**src/verilog/pif_pkg.sv**
```systemverilog
// Package of constants and types for the peripheral event flag register block.
// Summary of operation
// RULE_01 - Every event flag sets on its event whatever the enable or global enable state, so software may poll.
// RULE_02 - Software should clear a flag before enabling its interrupt and again after servicing it.
// RULE_03 - The parallel port access flag in bit 7 sets on an external port read or write and holds until written to zero.
// RULE_04 - On the small package variant the parallel port access flag is absent and reads as zero.
// RULE_05 - The converter done flag sets when a conversion completes and holds until software clears it.
// RULE_06 - The serial receive flag is read-only, high while the receive buffer holds data, cleared by reading it.
// RULE_07 - The serial transmit flag is read-only, high while the transmit buffer is empty, cleared by writing it.
// RULE_08 - The sync serial flag sets when a transfer completes and holds until software clears it.
// RULE_09 - In capture mode the capture/compare flag sets on each capture and holds until cleared.
// RULE_10 - In compare mode the capture/compare flag sets on a match; in pulse-width mode it is not driven.
// RULE_11 - The period match flag sets when timer b equals its period and holds until cleared.
// RULE_12 - The timer a overflow flag sets when timer a rolls over and holds until cleared.
// RULE_13 - A set event in the same cycle as a software clear of the same flag leaves the flag set.
package pif_pkg;

  // Byte offsets on the register bus.
  localparam logic [3:0] PIF_OFS_FLAGS  = 4'h0;
  localparam logic [3:0] PIF_OFS_ENABLE = 4'h4;
  localparam logic [3:0] PIF_OFS_STATUS = 4'h8;
  localparam logic [3:0] PIF_OFS_CTRL   = 4'hC;

  // Bit positions inside the flag register.
  localparam int PIF_BIT_PSP  = 7;
  localparam int PIF_BIT_ADC  = 6;
  localparam int PIF_BIT_RX   = 5;
  localparam int PIF_BIT_TX   = 4;
  localparam int PIF_BIT_SSP  = 3;
  localparam int PIF_BIT_CCP  = 2;
  localparam int PIF_BIT_PER  = 1;
  localparam int PIF_BIT_OVF  = 0;

  // Reset values.
  localparam logic [7:0] PIF_RST_FLAGS = 8'h00;
  localparam logic [7:0] PIF_RST_MASK  = 8'h00;
  localparam logic [1:0] PIF_RST_MODE  = 2'h0;

  // Software writable sticky bits of the flag register.
  localparam logic [7:0] PIF_STICKY_MASK = 8'hCF;

  typedef enum logic [1:0] {
    PIF_CCP_OFF,
    PIF_CCP_CAPTURE,
    PIF_CCP_COMPARE,
    PIF_CCP_PWM
  } pif_ccp_mode_e;

  // Event strobes from the peripherals, one cycle each.
  typedef struct packed {
    logic psp_access;
    logic adc_done;
    logic ssp_done;
    logic ccp_capture;
    logic ccp_match;
    logic period_match;
    logic timer_a_wrap;
  } pif_events_s;

  // Live levels from the serial buffers.
  typedef struct packed {
    logic rx_full;
    logic tx_empty;
  } pif_levels_s;

endpackage

```
**src/verilog/pif_wb_slave.sv**
```systemverilog
// Classic Wishbone slave front end decoding four word registers.
module pif_wb_slave
  import pif_pkg::*;
(
  // Clock and reset
  input  wire logic        clk_i,
  input  wire logic        rst_i,
  // Wishbone
  input  wire logic        cyc_i,
  input  wire logic        stb_i,
  input  wire logic        we_i,
  input  wire logic [3:0]  adr_i,
  input  wire logic [3:0]  sel_i,
  input  wire logic [31:0] dat_i,
  output logic             ack_o,
  output logic             err_o,
  // Register side
  output logic             wr_o,
  output logic [3:0]       wadr_o,
  output logic [7:0]       wdat_o
);
  import pif_pkg::*;

  typedef struct packed {
    logic ack;
    logic err;
  } pif_wb_state_s;

  pif_wb_state_s st_q;
  pif_wb_state_s st_d;
  logic          req;
  logic          mapped;

  assign req    = cyc_i && stb_i && !st_q.ack && !st_q.err;
  assign mapped = adr_i[1:0] == 2'h0;
  assign wr_o   = req && mapped && we_i && sel_i[0];
  assign wadr_o = adr_i;
  assign wdat_o = dat_i[7:0];
  assign ack_o  = st_q.ack;
  assign err_o  = st_q.err;

  always_comb
  begin
    st_d.ack = req && mapped;
    st_d.err = req && !mapped;
  end

  always_ff @(posedge clk_i)
  begin
    if (rst_i)
      st_q <= '0;
    else
      st_q <= st_d;
  end
endmodule

```
**src/verilog/pif_sync.sv**
```systemverilog
// Two-stage synchroniser for a bundle of levels.
module pif_sync #(
  parameter int WIDTH = 2
) (
  // Clock and reset
  input  wire logic             clk_i,
  input  wire logic             rst_i,
  // Data
  input  wire logic [WIDTH-1:0] d_i,
  output logic      [WIDTH-1:0] q_o
);
  typedef struct packed {
    logic [WIDTH-1:0] s1;
    logic [WIDTH-1:0] s2;
  } pif_sync_state_s;

  pif_sync_state_s st_q;
  pif_sync_state_s st_d;

  // A zero-width bundle has nothing to carry, so elaboration refuses it.
  if (WIDTH < 1)
  begin
    $error("WIDTH must be at least one.");
  end

  always_comb
  begin
    st_d.s1 = d_i;
    st_d.s2 = st_q.s1;
  end

  always_ff @(posedge clk_i)
  begin
    if (rst_i)
      st_q <= '0;
    else
      st_q <= st_d;
  end

  assign q_o = st_q.s2;
endmodule

```
**src/verilog/pif_flags.sv**
```systemverilog
// Peripheral event flag register with interrupt status, mask and Wishbone access.
//
// Register access over Wishbone and the register offsets were chosen for this implementation.
module pif_flags
  import pif_pkg::*;
#(
  parameter bit SMALL_PACKAGE = 1'b0
) (
  // Clock and reset
  input  wire logic                 clk_i,
  input  wire logic                 rst_i,
  // Wishbone slave
  input  wire logic                 cyc_i,
  input  wire logic                 stb_i,
  input  wire logic                 we_i,
  input  wire logic [3:0]           adr_i,
  input  wire logic [3:0]           sel_i,
  input  wire logic [31:0]          dat_i,
  output logic      [31:0]          dat_o,
  output logic                      ack_o,
  output logic                      err_o,
  // Peripheral events and serial buffer levels
  input  wire pif_pkg::pif_events_s events_i,
  input  wire pif_pkg::pif_levels_s levels_i,
  // Interrupt
  output logic                      irq_o
);
  import pif_pkg::*;

  typedef struct packed {
    logic [7:0]  flags;
    logic [7:0]  status;
    logic [7:0]  mask;
    logic [1:0]  mode;
    logic [31:0] rdata;
    logic        irq;
  } pif_state_s;

  pif_state_s  st_q;
  pif_state_s  st_d;
  logic        wr;
  logic [3:0]  wadr;
  logic [7:0]  wdat;
  logic        rd;
  pif_levels_s lv;
  logic [7:0]  set_vec;
  logic [7:0]  cur_flags;

  pif_wb_slave u_bus (
    .clk_i  (clk_i),
    .rst_i  (rst_i),
    .cyc_i  (cyc_i),
    .stb_i  (stb_i),
    .we_i   (we_i),
    .adr_i  (adr_i),
    .sel_i  (sel_i),
    .dat_i  (dat_i),
    .ack_o  (ack_o),
    .err_o  (err_o),
    .wr_o   (wr),
    .wadr_o (wadr),
    .wdat_o (wdat)
  );

  // Serial buffer levels come from another block that may sit on other timing; synchronising costs two cycles.
  pif_sync #(
    .WIDTH (2)
  ) u_sync (
    .clk_i (clk_i),
    .rst_i (rst_i),
    .d_i   (levels_i),
    .q_o   (lv)
  );

  assign rd = cyc_i && stb_i && !we_i && !ack_o && !err_o;

  always_comb
  begin
    set_vec = 8'h00;
    // RULE_01 set regardless of enables
    // RULE_03 parallel port access
    set_vec[PIF_BIT_PSP] = events_i.psp_access;
    // RULE_05 conversion complete
    set_vec[PIF_BIT_ADC] = events_i.adc_done;
    // RULE_08 transfer complete
    set_vec[PIF_BIT_SSP] = events_i.ssp_done;
    // RULE_09 capture event
    // RULE_10 compare match only
    set_vec[PIF_BIT_CCP] = (st_q.mode == PIF_CCP_CAPTURE && events_i.ccp_capture) ||
                           (st_q.mode == PIF_CCP_COMPARE && events_i.ccp_match);
    // RULE_11 period match
    set_vec[PIF_BIT_PER] = events_i.period_match;
    // RULE_12 overflow
    set_vec[PIF_BIT_OVF] = events_i.timer_a_wrap;
    // RULE_04 absent on small package
    if (SMALL_PACKAGE)
      set_vec[PIF_BIT_PSP] = 1'b0;
  end

  always_comb
  begin
    st_d = st_q;
    // RULE_13 set wins over clear
    if (wr && wadr == PIF_OFS_FLAGS)
      st_d.flags = (st_q.flags & (wdat | ~PIF_STICKY_MASK)) | set_vec;
    else
      st_d.flags = st_q.flags | set_vec;
    st_d.flags = st_d.flags & PIF_STICKY_MASK;
    // RULE_06 follows receive buffer
    st_d.flags[PIF_BIT_RX] = lv.rx_full;
    // RULE_07 follows transmit buffer
    st_d.flags[PIF_BIT_TX] = lv.tx_empty;
    cur_flags = st_d.flags;
    // Status catches every sticky event, even on a flag already set, so a repeat is not lost.
    // Level flags only report their rising edge; write one to clear, set wins.
    if (wr && wadr == PIF_OFS_STATUS)
      st_d.status = (st_q.status & ~wdat) | (cur_flags & ~st_q.flags) | (set_vec & PIF_STICKY_MASK);
    else
      st_d.status = st_q.status | (cur_flags & ~st_q.flags) | (set_vec & PIF_STICKY_MASK);
    if (wr && wadr == PIF_OFS_ENABLE)
      st_d.mask = wdat;
    if (wr && wadr == PIF_OFS_CTRL)
      st_d.mode = wdat[1:0];
    st_d.irq = |(st_d.status & st_d.mask);
    st_d.rdata = 32'h0000_0000;
    if (rd)
    begin
      case (adr_i)
        PIF_OFS_FLAGS:  st_d.rdata = {24'h000000, st_q.flags};
        PIF_OFS_ENABLE: st_d.rdata = {24'h000000, st_q.mask};
        PIF_OFS_STATUS: st_d.rdata = {24'h000000, st_q.status};
        PIF_OFS_CTRL:   st_d.rdata = {30'h0, st_q.mode};
        default:        st_d.rdata = 32'h0000_0000;
      endcase
    end
  end

  always_ff @(posedge clk_i)
  begin
    if (rst_i)
    begin
      st_q        <= '0;
      st_q.flags  <= PIF_RST_FLAGS;
      st_q.mask   <= PIF_RST_MASK;
      st_q.mode   <= PIF_RST_MODE;
    end
    else
      st_q <= st_d;
  end

  assign dat_o = st_q.rdata;
  assign irq_o = st_q.irq;
endmodule

```
**config.mk**
```make
export PLATFORM = sky130hd
export DESIGN_NAME = pif_flags
export DESIGN_NICKNAME = d
export VERILOG_FILES = /design/src/verilog/pif_pkg.sv /design/src/verilog/pif_wb_slave.sv /design/src/verilog/pif_sync.sv /design/src/verilog/pif_flags.sv
export SDC_FILE = /design/constraint.sdc
export NUM_CORES = 1
export LEC_CHECK = 0
export BUFFER_PORTS_ARGS = -buffer_cell sky130_fd_sc_hd__buf_2
export CORE_ASPECT_RATIO = 1.2
export CORE_MARGIN = 2
export CORE_UTILIZATION = 42
export DETAILED_ROUTE_END_ITERATION = 10
export GPL_ROUTABILITY_DRIVEN = 0
export PLACE_DENSITY = 0.84
export SLEW_MARGIN = 25
export SYNTH_ARGS = -nofsm -noshare
export SYNTH_HDL_FRONTEND = slang
export SYNTH_SLANG_ARGS = --single-unit
```
**constraint.sdc**
```tcl
create_clock -name clk_i -period 1.9 [get_ports clk_i]
set_clock_uncertainty 0.05 [all_clocks]
set_input_delay 0.285 -clock clk_i [delete_from_list [all_inputs] [get_ports clk_i]]
set_output_delay 0.285 -clock clk_i [all_outputs]
set_load 0.005 [all_outputs]
```
## Yosys cells after proc, flatten, opt, wreduce, memory -nomap -nowiden

Index checks and enable logic that the tools add are counted.

| word-level totals | value |
|---|---|
| bits in writable memories | 0 |
| input port bits | 54 |
| logic and storage cells | 57 |
| memories | 0 |
| output and inout bits | 35 |
| ROM bits | 0 |
| latch bits | 0 |
| bits in registers | 65 |

| operators by class | value |
|---|---|
| muxes and demuxes | 4 |
| order comparisons | 0 |
| bitwise logic cells | 13 |
| $add $sub $neg | 0 |
| multipliers | 0 |
| shift operators | 0 |
| equality and inequality tests | 5 |
| div/mod/pow operators | 0 |
| reduce and logical (&&, ||, !) cells | 25 |

Operator list:

| kind | count |
|---|---|
| bitwise OR 8 bit | 6 |
| AND 8 bit | 4 |
| case mux 8 bit (4 select lines) | 1 |
| two-way mux 8 bit | 3 |
| logical AND 1 bit | 16 |
| NOT 8 bit | 2 |
| == test 4 bit, second input constant | 2 |
| OR reduction 8 bit | 1 |
| == test 4 x 3 -> 1 bit, second input constant | 1 |
| zero test 1 bit | 4 |
| zero test 4 bit | 1 |
| == test 2 x 1 -> 1 bit, second input constant | 1 |
| == test 2 bit, second input constant | 1 |
| zero test 2 bit | 1 |
| OR reduction 2 bit | 1 |
| logical OR 1 bit | 1 |
| NOT 1 bit | 1 |

## Depth between registers and ports, before layout

| logic depth | value |
|---|---|
| depth after elaboration | 14 |
| mapped depth | 6 |
| mapped depth without buffers | 5 |

## Modules after synthesis

From an unflattened synthesis, not the netlist that was laid out.

| unflattened totals | value |
|---|---|
| cells, all modules | 216 |
| area total of the unflattened synthesis | 1994.4 um^2 |

By module, submodules not included:

| module | sequential area each (um^2) | area each (um^2) | instances | cells an instance |
|---|---|---|---|---|
| pif_flags | 700.7 | 1685.4 | 1 | 188 |
| pif_wb_slave | 40.0 | 203.9 | 1 | 20 |
| pif_sync | 80.1 | 105.1 | 1 | 8 |

## Worst setup path after synthesis

No wires, ideal clock.

| timing path | value |
|---|---|
| path type | flip-flop to flip-flop |
| start | reg u_bus.st_q, in the netlist u_bus.err_o |
| end | reg st_q, in the netlist irq_o |
| setup slack | 0.084 ns |
| required time | 1.717 ns |
| library setup time | 0.133 ns |
| period minus slack after synthesis | 1.816 ns |
| stages on the path, launching flop included | 7 |
| path buffers | 1 |
| arrival time | 1.633 ns |
| path through | dfxtp_1 and4bb_2 buf_4 nand4b_4 mux2_4 a2111oi_2 a31oi_1 |

| on the way | value |
|---|---|
| word-level cells in the longest chain between the ends | 13 |
| elaborated cells between the ends (all ways) | 18 |
| classes of those cells | 3 x mux; 6 x bitwise; 9 x reduce/logical |

Ends and longest elaborated chain:

| item | RTL line | text |
|---|---|---|
| from (decl) | pif_wb_slave.sv:29 | `pif_wb_state_s st_q;` |
| from (signal assigned) | pif_wb_slave.sv:53 | `st_q <= st_d;` |
| zero test 1 bit (*) | pif_wb_slave.sv:34 | `assign req = cyc_i && stb_i && !st_q.ack && !st_q.err;` |
| logical AND 1 bit (*) | pif_wb_slave.sv:34 |  |
| logical AND 1 bit (*) (3 in series) | pif_wb_slave.sv:36 | `assign wr_o = req && mapped && we_i && sel_i[0];` |
| logical AND 1 bit | pif_flags.sv:104 | `if (wr && wadr == PIF_OFS_FLAGS)` |
| two-way mux 8 bit | pif_flags.sv:104 |  |
| AND 8 bit | pif_flags.sv:117, pif_flags.sv:119 |  |
| bitwise OR 8 bit, on equally long branches (2 in series) | pif_flags.sv:119, pif_flags.sv:117 |  |
| two-way mux 8 bit | pif_flags.sv:116 | `if (wr && wadr == PIF_OFS_STATUS)` |
| AND 8 bit (*) | pif_flags.sv:124 | `st_d.irq = \|(st_d.status & st_d.mask);` |
| OR reduction 8 bit (*) | pif_flags.sv:124 |  |
| to (signal assigned) | pif_flags.sv:148 | `st_q <= st_d;` |
| to (decl) | pif_flags.sv:39 | `pif_state_s st_q;` |

Mark *: on every way between the ends. The rest lies on a longest branch, timed or not.
A chain may end at the register's enable or synchronous reset.

## Worst setup path after layout

Ends and elaborated chain as after synthesis.

==> out/metrics.csv <==
metric,value,unit
Worst Path Required,2.03,ns
worst-skew pair later-pin latency,0.30,ns
VDD IR max,0.000363,V
crit end category,register,
list of most frequent post-synthesis cells,"41 x dfxtp_1, 33 x buf_4, 21 x nor2_1",
crit path launch type,register,
Initial Utilization,43.4,%
Post-synth EDFFs,0,
Root Buffer,clkbuf_8,
TritonCTS clock tree,done,
combinational power share,11.2,%
Mapped Area,1980,um^2
#FFs+latches synth,41,
cell-internal power,0.00141,W
Worst-path clk slew,0.07,ns
total net switching power,0.000421,W
MaxCap Viol Count,0,
Seq pwr share,49.0,%
reg-to-reg endpoint,irq_o,
htree depth,2,
pre-CTS setup slack,-0.112,ns
detailed-route DRC error count,0,
Worst Setup SP,u_bus.err_o,
DIE HEIGHT,79.2,um
CP endpoint,irq_o,
All-Layer GR Usage,17.6,%
total iterations of the first detailed-routing run,4,
"Distinct cells, synth",36,
status,"complete, no violations",
Final Max Tran Viols,0,
Layout area overhead,23.1,%
ant diodes,0,
FF-to-FF setup slack,0.002,ns
CTS buffer count,5,
hold path startpoint,levels_i[1],
vias in the first global route,1542,
Worst Reg-to-Reg Cells,7,
Synth Flop Type,dfxtp_1,
clock share of power,39.8,%
setup ws final,0.00224,ns
DPL Wire Length,3220,um
Critical Path Fanout Max,5,
I/O pins,89,
Synth area leaders,"dfxtp_1 41%, buf_4 13%, nor2b_1 5.4%",
initial drt markers,39,
P_leak,1.12,nW
final period utilization,99.9,%
Power Density,750,nW/um^2
"Arr. time, crit path",2.02,ns
quantity of hold-fixing buffers added after cts,0,
Syn Inst Count,214,
final hold vios,0,
largest net degree at the start of global routing,24,
Avg WL per Cell,13.6,um
Clock Sinks,41,
FMAX,527,MHz
core footprint,4560,um^2
gr ovfl total,0,
min Tclk post-route,1.90,ns
FP Rows,27,
top-area cell type share of the netlist area,41.5,%
DR vias,1651,
Clock Path Buffers,2,
vias per cell,5.05,
RR Startpoint,u_bus.err_o,
ANT nets after route,0,
global-route wire length before repair,6910,um
Yosys Warn Count,0,
layout cells sized above 1,34.6,%
final setup violating endpoints,0,
Hold Crit Class,primary input to register,
I/O Buffers,37,
sequential share of the synthesized area,41.5,%
most frequent cell after synthesis,dfxtp_1,
Sw Ratio,23.0,%
asr flop ratio synth,0,%
fin cells,327,
syn_area_per_cell,9.25,um^2
DIE AREA,5280,um^2
post-synth top area cell,dfxtp_1,
Die W,66.7,um
kind of critical path,register to register,
placed instance count,316,
RSZ-0062 raised after global routing,yes,
layout net count,322,
final wirelength,4450,um
initial antenna violation count,0,
-- metrics by stage --
| step | hold WS, ns | total power (W) | TNS [ns] | util (%) | cell area [um^2] |
|---|---|---|---|---|---|
| floorplan | 0.307 | 0.00105 | 0 | - | 2070 |
| global placement | 0.366 | 0.00110 | -0.312 | 48.9 | 2230 |
| finish | 0.138 | 0.00183 | 0 | 53.4 | 2440 |
| CTS | 0.133 | 0.00182 | 0 | 52.1 | 2380 |
| detailed placement | 0.380 | 0.00110 | -0.362 | 48.9 | 2230 |
| global route | 0.155 | 0.00189 | -0.0481 | 53.4 | 2440 |
-- final cells by class --
| cell class | instances | area, um^2 |
|---|---|---|
| Fill cell | 434 | 2120 |
| Multi-Input combinational cell | 144 | 970 |
| Sequential cell | 41 | 823 |
| Timing Repair Buffer | 67 | 422 |
| Clock buffer | 7 | 86.3 |
| Tap cell | 58 | 72.6 |
| Inverter | 9 | 33.8 |
| Clock inverter | 1 | 30.0 |
-- power groups by stage --
stage          logic (W)  clock network (W)  registers (W)
6_report        0.000205           0.000728       0.000897
3_3_place_gp    0.000183                  0       0.000914
5_1_grt         0.000225           0.000766       0.000899
3_5_place_dp    0.000187                  0       0.000915
4_1_cts         0.000192           0.000737       0.000896
2_1_floorplan   0.000136                  0       0.000911
-- sequential cells by signal, indices dropped and copies added, names as in the netlist --
name,cells
dat_o,8
u_sync.q_o,2
irq_o,1
st_q,26
u_bus.ack_o,1
u_sync.st_d,2
u_bus.err_o,1
-- how the worst min path moves through the flow --
stage	endpoint	slack [ns]	depth (start not counted)
2_1_floorplan	st_q[55]	0.31	1
3_3_place_gp	u_sync.q_o[0]	0.37	1
5_1_grt	u_sync.st_d[0]	0.16	2
6_report	u_sync.st_d[1]	0.14	2
4_1_cts	u_sync.st_d[1]	0.13	2
3_5_place_dp	u_sync.q_o[0]	0.38	1
-- critical path, cell delays in order (launching register included) --
cell and delay (ns):
dfxtp_2 0.33, buf_6 0.10, and4bb_2 0.36, buf_6 0.14, nand4_1 0.08, a22o_1 0.25, a2111oi_4 0.34, a31oi_1 0.14
-- what timing repair did --
action                     in CTS  in global routing
gates cloned                    0                  0
buffers inserted                0                  3
resized for setup               4                 11
pin swaps                       2                  5
setup endpoints to repair       1                  7
-- cell families (layout without fill, tap and decap cells) --
kind of cell | count (synthesis) | after routing | synth area share (%)
flops | 41 | 41 | 41.5
buf+inv | 52 | 84 | 16.7
compound gates | 41 | 41 | 13.2
other cells | 1 | 24 | 0.189
mux | 15 | 15 | 9.23
simple gates | 64 | 64 | 19.2
-- metal layers --
layer  wire length, um  share of wire, %  GRT usage [%]
met1              1650                37           19.3
met2              2230                50           30.4
met3               374               8.4           4.67
met4               189               4.2           8.98
met5                 0                 0              0
-- cells in the final DEF, fill, tap and decap left out, types with 2 or more instances in the layout --
| cell type | n |
|---|---|
| nand4_1 | 7 |
| o41ai_2 | 2 |
| a31oi_1 | 2 |
| nor2b_1 | 17 |
| o21ai_0 | 6 |
| nand2b_1 | 4 |
| conb_1 | 24 |
| nor3_1 | 4 |
| a21oi_1 | 19 |
| a22oi_2 | 2 |
| clkbuf_8 | 6 |
| buf_4 | 27 |
| buf_2 | 37 |
| a2bb2oi_1 | 2 |
| o31ai_2 | 2 |
| dfxtp_1 | 39 |
| mux2_2 | 2 |
| mux2i_1 | 10 |
| dfxtp_2 | 2 |
| nor2_1 | 21 |
| buf_6 | 3 |
| nand2_1 | 2 |
| inv_1 | 9 |
| nand4bb_1 | 2 |
| mux4_2 | 2 |
No activity file was read; power rests on OpenSTA's default activity.
